==> src/inc/dac_ctrl_pkg.sv <==
package dac_ctrl_pkg;

  // Register offsets on the register port
  localparam logic [7:0] ADDR_OUTPUT_CODE  = 8'h10;
  localparam logic [7:0] ADDR_UPPER_MARGIN = 8'h25;
  localparam logic [7:0] ADDR_LOWER_MARGIN = 8'h26;
  localparam logic [7:0] ADDR_STATUS       = 8'hD0;
  localparam logic [7:0] ADDR_OUTPUT_SETUP = 8'hD1;
  localparam logic [7:0] ADDR_TRIGGERS     = 8'hD3;

  // Field layout
  localparam int CODE_BITS       = 10;
  localparam int CODE_LSB        = 2;
  localparam int GAIN_LSB        = 0;
  localparam int REF_EN_BIT      = 2;
  localparam int PDN_LSB         = 3;
  localparam int WAVE_LSB        = 14;
  localparam int SOFT_RESET_LSB  = 0;
  localparam int RELOAD_BIT      = 4;
  localparam int STORE_BIT       = 5;
  localparam int LAUNCH_BIT      = 8;
  localparam int ST_PENDING_BIT  = 0;
  localparam int ST_BUSY_BIT     = 2;
  localparam int ST_USER_BIT     = 12;
  localparam int ST_FACTORY_BIT  = 13;

  // Writable and storable masks
  localparam logic [15:0] CODE_MASK        = 16'h0FFC;
  localparam logic [15:0] MARGIN_STORE     = 16'h0FF0;
  localparam logic [15:0] SETUP_STORE      = 16'hEFFF;
  localparam logic [15:0] LAUNCH_MASK      = 16'h0100;
  localparam logic [3:0]  SOFT_RESET_CODE  = 4'hA;

  // Factory defaults: Hi-Z startup, no slew, supply reference, gain 1.5x
  localparam logic [15:0] DEFAULT_SETUP    = 16'h01F8;
  localparam logic [15:0] DEFAULT_CODE     = 16'h0000;
  localparam logic [15:0] DEFAULT_MARGIN   = 16'h0000;
  localparam logic [1:0]  PDN_HIZ          = 2'h3;

  // Gain field encoding, expressed as gain in half steps
  localparam logic [1:0]  GAIN_1P5 = 2'h0;
  localparam logic [1:0]  GAIN_2   = 2'h1;
  localparam logic [1:0]  GAIN_3   = 2'h2;
  localparam logic [3:0]  HALVES_1P5 = 4'h3;
  localparam logic [3:0]  HALVES_2   = 4'h4;
  localparam logic [3:0]  HALVES_3   = 4'h6;
  localparam logic [3:0]  HALVES_4   = 4'h8;

  // Nonvolatile image layout: five user words, user check, factory word, factory check
  localparam int          USER_WORDS     = 5;
  localparam logic [2:0]  NVM_USER_CRC   = 3'h5;
  localparam logic [2:0]  NVM_LAST       = 3'h7;
  localparam logic [9:0]  CRC_POLY       = 10'h233;
  localparam logic [9:0]  CRC_SEED       = 10'h000;

  typedef enum logic [1:0] {LOADING, CHECKING, IDLE, STORING} fsm_type;

endpackage

==> src/verilog/dac_register_nvm_control.sv <==
module dac_register_nvm_control (
  input  wire logic                           clk,
  input  wire logic                           rst,
  input  wire logic                           wr_en,
  input  wire logic                           rd_en,
  input  wire logic [7:0]                     addr,
  input  wire logic [15:0]                    wdata,
  input  wire logic                           frame_end,
  input  wire logic [15:0]                    nvm_rdata,
  output logic      [15:0]                    rdata,
  output logic      [dac_ctrl_pkg::CODE_BITS-1:0] out_code,
  output logic      [1:0]                     output_power_down_mode,
  output logic                                ref_enable,
  output logic      [3:0]                     gain_halves,
  output logic      [1:0]                     waveform_select,
  output logic                                waveform_launch,
  output logic                                store_busy,
  output logic                                update_pending,
  output logic                                user_image_check_fail,
  output logic                                factory_image_check_fail,
  output logic      [2:0]                     nvm_addr,
  output logic                                nvm_we,
  output logic      [15:0]                    nvm_wdata
);
  import dac_ctrl_pkg::*;

  typedef struct packed {
    fsm_type             st;
    logic [2:0]          idx;
    logic [7:0][15:0]    img;
    logic [15:0]         code;
    logic [15:0]         mhigh;
    logic [15:0]         mlow;
    logic [15:0]         setup;
    logic                launch;
    logic                store_req;
    logic                reload_req;
    logic                pending;
    logic                busy;
    logic                user_fail;
    logic                fact_fail;
    logic [CODE_BITS-1:0] out_code;
    logic [3:0]          gain;
    logic [15:0]         rdata;
    logic [2:0]          nvm_addr;
    logic                nvm_we;
    logic [15:0]         nvm_wdata;
  } state_type;

  state_type s_q;
  state_type s_d;
  logic [USER_WORDS-1:0][15:0] save_w;
  logic [9:0]                  save_crc;
  logic [9:0]                  load_crc;
  logic [9:0]                  fact_crc;

  // Serial check-word step over one 16-bit word, msb first
  function automatic logic [9:0] crc_word(input logic [9:0] c, input logic [15:0] w);
    logic [9:0] r;
    logic       fb;
    r = c;
    for (int i = 15; i >= 0; i--) begin
      fb = r[9] ^ w[i];
      r  = {r[8:0], 1'b0};
      if (fb) begin
        r = r ^ CRC_POLY;
      end
    end
    return r;
  endfunction

  // Check word over the user part of an image
  function automatic logic [9:0] crc_user(input logic [USER_WORDS-1:0][15:0] w);
    logic [9:0] r;
    r = CRC_SEED;
    for (int k = 0; k < USER_WORDS; k++) begin
      r = crc_word(r, w[k]);
    end
    return r;
  endfunction

  // Gain code to half steps
  function automatic logic [3:0] gain_decode(input logic [1:0] g);
    case (g)
      GAIN_1P5: gain_decode = HALVES_1P5;
      GAIN_2:   gain_decode = HALVES_2;
      GAIN_3:   gain_decode = HALVES_3;
      default:  gain_decode = HALVES_4;
    endcase
  endfunction

  // Power-on state: factory values, alarms clear, reload from the image
  function automatic state_type reset_value();
    state_type r;
    r          = '0;
    r.st       = LOADING;
    r.code     = DEFAULT_CODE;
    r.mhigh    = DEFAULT_MARGIN;
    r.mlow     = DEFAULT_MARGIN;
    r.setup    = DEFAULT_SETUP;
    r.gain     = gain_decode(DEFAULT_SETUP[GAIN_LSB +: 2]);
    r.busy     = 1'b1;
    return r;
  endfunction

  // Words written by a store; margins keep only their upper eight bits
  always_comb begin
    save_w[0] = s_q.setup & SETUP_STORE;
    save_w[1] = {7'h00, s_q.launch, 8'h00};
    save_w[2] = s_q.code & CODE_MASK;
    save_w[3] = s_q.mhigh & MARGIN_STORE;
    save_w[4] = s_q.mlow & MARGIN_STORE;
    save_crc  = crc_user(save_w);
  end

  // Check words recomputed over the image read back
  always_comb begin
    load_crc = crc_user(s_q.img[USER_WORDS-1:0]);
    fact_crc = crc_word(CRC_SEED, s_q.img[6]);
  end

  // Next state
  always_comb begin
    s_d           = s_q;
    s_d.nvm_we    = 1'b0;
    s_d.nvm_wdata = 16'h0000;
    case (s_q.st)
      // Image word at nvm_addr is valid while nvm_addr stands
      LOADING: begin
        s_d.img[s_q.nvm_addr] = nvm_rdata;
        if (s_q.nvm_addr == NVM_LAST) begin
          s_d.st       = CHECKING;
          s_d.nvm_addr = 3'h0;
        end else begin
          s_d.nvm_addr = s_q.nvm_addr + 3'h1;
        end
      end
      CHECKING: begin
        if (load_crc == s_q.img[NVM_USER_CRC][9:0]) begin
          s_d.setup  = s_q.img[0] & SETUP_STORE;
          s_d.launch = s_q.img[1][LAUNCH_BIT];
          s_d.code   = s_q.img[2] & CODE_MASK;
          s_d.mhigh  = s_q.img[3] & MARGIN_STORE;
          s_d.mlow   = s_q.img[4] & MARGIN_STORE;
        end else begin
          // Corrupt user image: keep factory values, registers stay usable
          s_d.user_fail = 1'b1;
          s_d.setup     = DEFAULT_SETUP;
          s_d.launch    = 1'b0;
          s_d.code      = DEFAULT_CODE;
          s_d.mhigh     = DEFAULT_MARGIN;
          s_d.mlow      = DEFAULT_MARGIN;
        end
        if (fact_crc != s_q.img[NVM_LAST][9:0]) begin
          s_d.fact_fail = 1'b1;
        end
        s_d.out_code   = s_d.code[CODE_LSB +: CODE_BITS];
        s_d.pending    = 1'b0;
        s_d.reload_req = 1'b0;
        s_d.st         = IDLE;
      end
      STORING: begin
        s_d.nvm_we   = 1'b1;
        s_d.nvm_addr = s_q.idx;
        s_d.nvm_wdata = (s_q.idx == NVM_USER_CRC) ? {6'h00, save_crc} : save_w[s_q.idx];
        if (s_q.idx == NVM_USER_CRC) begin
          s_d.st        = IDLE;
          s_d.store_req = 1'b0;
        end else begin
          s_d.idx = s_q.idx + 3'h1;
        end
      end
      IDLE: begin
        // Writes are taken only while no store or reload runs
        if (wr_en && !s_q.busy) begin
          case (addr)
            ADDR_OUTPUT_CODE: begin
              s_d.code    = wdata & CODE_MASK;
              s_d.pending = 1'b1;
            end
            ADDR_UPPER_MARGIN: s_d.mhigh = wdata & CODE_MASK;
            ADDR_LOWER_MARGIN: s_d.mlow  = wdata & CODE_MASK;
            ADDR_OUTPUT_SETUP: s_d.setup = wdata;
            ADDR_TRIGGERS: begin
              s_d.launch = wdata[LAUNCH_BIT];
              if (wdata[SOFT_RESET_LSB +: 4] == SOFT_RESET_CODE) begin
                s_d = reset_value();
              end else if (wdata[STORE_BIT]) begin
                s_d.st        = STORING;
                s_d.idx       = 3'h0;
                s_d.store_req = 1'b1;
              end else if (wdata[RELOAD_BIT]) begin
                s_d.st         = LOADING;
                s_d.nvm_addr   = 3'h0;
                s_d.reload_req = 1'b1;
              end
            end
            default: ;
          endcase
        end
        // Output takes a written code only at frame end, so a half-written code never shows
        if (frame_end && s_d.pending && s_d.st == IDLE) begin
          s_d.out_code = s_d.code[CODE_LSB +: CODE_BITS];
          s_d.pending  = 1'b0;
        end
      end
      default: s_d = reset_value();
    endcase
    // Read data; output code reads are undefined while busy by contract
    if (rd_en) begin
      case (addr)
        ADDR_OUTPUT_CODE:  s_d.rdata = s_q.code;
        ADDR_UPPER_MARGIN: s_d.rdata = s_q.mhigh;
        ADDR_LOWER_MARGIN: s_d.rdata = s_q.mlow;
        ADDR_OUTPUT_SETUP: s_d.rdata = s_q.setup;
        ADDR_TRIGGERS: begin
          s_d.rdata = {7'h00, s_q.launch, 2'h0, s_q.store_req, s_q.reload_req, 4'h0};
        end
        ADDR_STATUS: begin
          s_d.rdata                 = 16'h0000;
          s_d.rdata[ST_PENDING_BIT] = s_q.pending;
          s_d.rdata[ST_BUSY_BIT]    = s_q.busy;
          s_d.rdata[ST_USER_BIT]    = s_q.user_fail;
          s_d.rdata[ST_FACTORY_BIT] = s_q.fact_fail;
        end
        default: s_d.rdata = 16'h0000;
      endcase
    end
    s_d.gain = gain_decode(s_d.setup[GAIN_LSB +: 2]);
    // Busy covers the trailing write still in flight to the memory
    s_d.busy = (s_d.st != IDLE) || s_d.nvm_we;
  end

  // State register
  always_ff @(posedge clk) begin
    if (rst) begin
      s_q <= reset_value();
    end else begin
      s_q <= s_d;
    end
  end

  // Outputs straight from the state register
  assign rdata                    = s_q.rdata;
  assign out_code                 = s_q.out_code;
  assign output_power_down_mode   = s_q.setup[PDN_LSB +: 2];
  assign ref_enable               = s_q.setup[REF_EN_BIT];
  assign gain_halves              = s_q.gain;
  assign waveform_select          = s_q.setup[WAVE_LSB +: 2];
  assign waveform_launch          = s_q.launch;
  assign store_busy               = s_q.busy;
  assign update_pending           = s_q.pending;
  assign user_image_check_fail    = s_q.user_fail;
  assign factory_image_check_fail = s_q.fact_fail;
  assign nvm_addr                 = s_q.nvm_addr;
  assign nvm_we                   = s_q.nvm_we;
  assign nvm_wdata                = s_q.nvm_wdata;
endmodule // dac_register_nvm_control

==> config.mk <==
export PLATFORM = sky130hd
export DESIGN_NAME = dac_register_nvm_control
export DESIGN_NICKNAME = d
export VERILOG_FILES = /design/src/inc/dac_ctrl_pkg.sv /design/src/verilog/dac_register_nvm_control.sv
export SDC_FILE = /design/constraint.sdc
export NUM_CORES = 1
export LEC_CHECK = 0
export BUFFER_PORTS_ARGS = -buffer_cell sky130_fd_sc_hd__buf_4
export CAP_MARGIN = 10
export CORE_ASPECT_RATIO = 1.2
export CORE_MARGIN = 5
export CORE_UTILIZATION = 25
export CTS_CLUSTER_SIZE = 12
export DETAILED_ROUTE_END_ITERATION = 10
export GPL_TIMING_DRIVEN = 0
export SLEW_MARGIN = 10
export SYNTH_ARGS = -nofsm -noshare
export SYNTH_HDL_FRONTEND = slang
export SYNTH_SLANG_ARGS = --single-unit
==> constraint.sdc <==
create_clock -name clk -period 7.3 [get_ports clk]
set_input_delay 0.73 -clock clk [delete_from_list [all_inputs] [get_ports clk]]
set_output_delay 0.73 -clock clk [all_outputs]
set_load 0.005 [all_outputs]
==> results.md <==
### Yosys
* **Synth warnings** 0
* **synthesized instance count** 1,611
* **proportion of register bits with asynchronous set or reset after synthesis** 0%
* **total of flip-flops plus latches after synthesis** 223
* **ys flop type** dfxtp_1
* **Cell Area, Synth** 14,300 um^2
* **share of synthesized area occupied by flip-flops and latches** 31.2%
* **number of different library cells in the post-synthesis netlist** 70
* **Post-Synthesis Net Count** 1,665
* **post-synth top area share** 31.2%
* **Area contributors post-synth** dfxtp_1 (31%), xnor2_1 (12%), xnor3_1 (10%)
* **average cell area after synthesis** 8.88 um^2
* **cell type contributing the most total cell area after synthesis** dfxtp_1
* **number of synthesized flops with an enable pin** 0

### Place
* **port bufs** 102
* **Post-Place Worst Slack** 1.89 ns
* **last weighted congestion value of the routability-driven placer** 0.982
* **Area after DPL** 16,000 um^2
* **Placed Cells incl. Taps** 2,448
* **estimated wirelength of the detail-placed design** 44.5 mm

### STA
* **summed negative setup slack over all endpoints** 0 ns
* **final setup margin** 1.83 ns
* **worst slew pin tran** 1.04 ns
* **Max-Slew Margin vs Limit** 30.0%
* **setup clock skew after layout** 0.0379 ns
* **Period Utilization, post-route** 74.9%
* **Final Hold Violating Endpoints** 0
* **Achievable Freq** 183 MHz
* **unrepaired setup endpoints after global routing** false
* **Setup-failing EPs final** 0
* **fin. max-slew vios** 0
* **minimum clock period** 5.47 ns

### Critical path
* **arrival time at the worst endpoint** 5.92 ns
* **crit end category** register
* **Critical-path top delay cell** dfxtp_1
* **CP Data Required Time** 7.75 ns
* **cells traversed along the worst timing path** xor3_2 > xnor3_2 > xor3_1 > xnor3_1 > xnor3_1 > xnor3_2 > xor2_1 > nor3_1 > o211ai_1 > a21o_4 > buf_2 > o211a_1 > inv_1 > ha_1 > nor3b_1
* **Top Family by Delay on Critical Path** XOR/XNOR gates
* **crit-path max FO** 10
* **worst setup path category** register to register
* **Critical Path Max Stage Delay** 0.51 ns
* **crit start category** register
* **critical path buffer and inverter count** 2

### Global route
* **number of antenna violations at the first check in global routing** 0
* **first-pass GRT wire length** 82.4 mm
* **largest net degree at the start of global routing** 15
* **total global routing track utilization** 17.3%
* **global-route congestion overflow total** 0
* **vias in the first global route** 12.9k

### Clock network
* **clock-pin slew reported for the worst setup and hold paths after clock tree synthesis** 0.07 ns
* **insertion delay to the later sink of the worst-skew pair** 0.59 ns
* **number of buffers on the longest clock path** 3
* **H-tree lvl count** 1
* **CTS tree** done
* **CTS buffer count** 26
* **clock root buffer master** clkbuf_16
* **total setup buffers inserted after CTS** 0
* **number of gates resized after CTS** 0
* **clock tree sinks** 223
* **number of buffers inserted for hold repair after clock tree synthesis** 0

### Min path
* **worst hold-check path type** primary input to register

### Detailed routing
* **vias after detailed routing** 12.7k
* **drt first pass iters** 6
* **DRC violations left** 0
* **average via count per standard cell** 5.11
* **Routed WL** 55.7 mm
* **initial drt markers** 1,310
* **WL per Instance** 22.3 um
* **antenna viol nets, final** 0

### Outcome
* **result of the run** completed

### Final layout
* **final standard cell count with taps included and fillers excluded** 2,493
* **final antenna diode count** 0
* **Final Instance Area** 16,800 um^2
* **number of nets in the layout** 1,795
* **Area growth syn-to-layout** 17.8%
* **storage element area** 4460 um^2
* **share of post-route cells with drive strength above 1** 13.0%
* **final-layout fill cell count** 6,056
* **area of the multi-input gates** 8920 um^2

### Floorplanning
* **die area** 62,100 um^2
* **area of the core** 56,900 um^2
* **number of I/O pins** 105
* **effective utilization at floorplan** 25.1%
* **Chip Width** 228 um
* **overall die height** 272 um
* **number of standard-cell rows in the floorplan** 96

### Flow run
* **max-cap check violation count** 0

-- flip-flops by register name (all words and copies together), names as in the netlist, 2 cells and up --
signal and flops:
gain_halves 4, out_code 10, output_power_down_mode 2, rdata 16, waveform_select 2, nvm_wdata 15, s_q 164, nvm_addr 3
-- metal layers --
metal | vias up | track usage (%) | part of all wire (%)
met5 | - | 0 | 0
li1 | 5868 | - | -
met1 | 6114 | 19.8 | 38
met4 | 0 | 10.5 | 7.4
met3 | 174 | 2.70 | 7.1
met2 | 590 | 30.4 | 48
-- worst paths after layout --
kind / slack, ns / end / startpoint / cells after the start
worst min-delay path: 0.41 / s_q[69] / wdata[12] / 3
worst max register to register: 1.83 / gain_halves[2] / s_q[125] / 15
worst max-delay path: 1.83 / gain_halves[2] / s_q[125] / 15
worst min register to register: 0.46 / s_q[76] / s_q[76] / 2
-- tightest hold or removal path, delay by kind of cell --
| family | cells | cell delay (ns) |
|---|---|---|
| buffers and inverters | 1 | 0.08 |
| AND/OR/NAND/NOR | 1 | 0.08 |
| AO/OA/AOI/OAI | 1 | 0.07 |
-- layout make-up --
cell class / instances / share of cell area, %
plain buffers: 154 / 4.70
clock buffers: 34 / 4.28
clock inverters: 11 / 0.832
inverters: 32 / 0.713
multi-input cells: 1202 / 53.0
flip-flops and latches: 223 / 26.5
well taps: 735 / 5.46
repair buffers: 102 / 4.55
-- cells in the mapped netlist, drive strengths merged, types with 4 or more instances --
cell type  number
a211oi         22
a21oi         137
a222oi         15
a22o           10
a22oi          96
a31oi          22
and2            6
and3            8
buf            68
clkbuf         86
dfxtp         223
ha              9
inv            32
mux2i           6
nand2          89
nand3          20
nand4           5
nor2          214
nor2b          21
nor3           73
nor3b           5
nor4            7
o21ai          36
o22ai           4
o41ai          12
or2             4
or3             5
or3b           10
xnor2         195
xnor3          67
xor2           57
xor3           10
-- layout by cell type, fill, tap and decap left out, types with 32 or more instances in the layout --
| cell | Yosys | routed |
|---|---|---|
| a21oi_1 | 137 | 137 |
| a22oi_1 | 96 | 96 |
| buf_4 | 53 | 155 |
| clkbuf_1 | 86 | 90 |
| dfxtp_1 | 223 | 223 |
| inv_1 | 32 | 32 |
| nand2_1 | 89 | 89 |
| nor2_1 | 214 | 214 |
| nor3_1 | 73 | 73 |
| o21ai_0 | 33 | 33 |
| xnor2_1 | 191 | 191 |
| xnor3_1 | 64 | 64 |
| xor2_1 | 56 | 56 |
-- per-stage QoR --
| step | hold slack, ns | util, % |
|---|---|---|
| 2_1_floorplan | 0.431 | - |
| 3_3_place_gp | 0.445 | 28.1 |
| 3_5_place_dp | 0.447 | 28.1 |
| 4_1_cts | 0.399 | 29.6 |
| 5_1_grt | 0.441 | 29.6 |
| 6_report | 0.413 | 29.6 |
-- logic make-up (layout without fill, tap and decap cells) --
| group | after synthesis | after routing | synth area share (%) |
|---|---|---|---|
| buf+inv | 186 | 333 | 6.38 |
| other cells | 1 | 1 | 0.0262 |
| flops | 223 | 223 | 31.2 |
| xor+xnor | 329 | 329 | 28.0 |
| compound gates | 375 | 375 | 17.6 |
| fa+ha+maj | 9 | 9 | 0.787 |
| mux | 8 | 8 | 0.656 |
| simple gates | 480 | 480 | 15.3 |
Power is not shown: default switching activity piles up to over one toggle a cycle in this logic, so the estimate is an artifact.
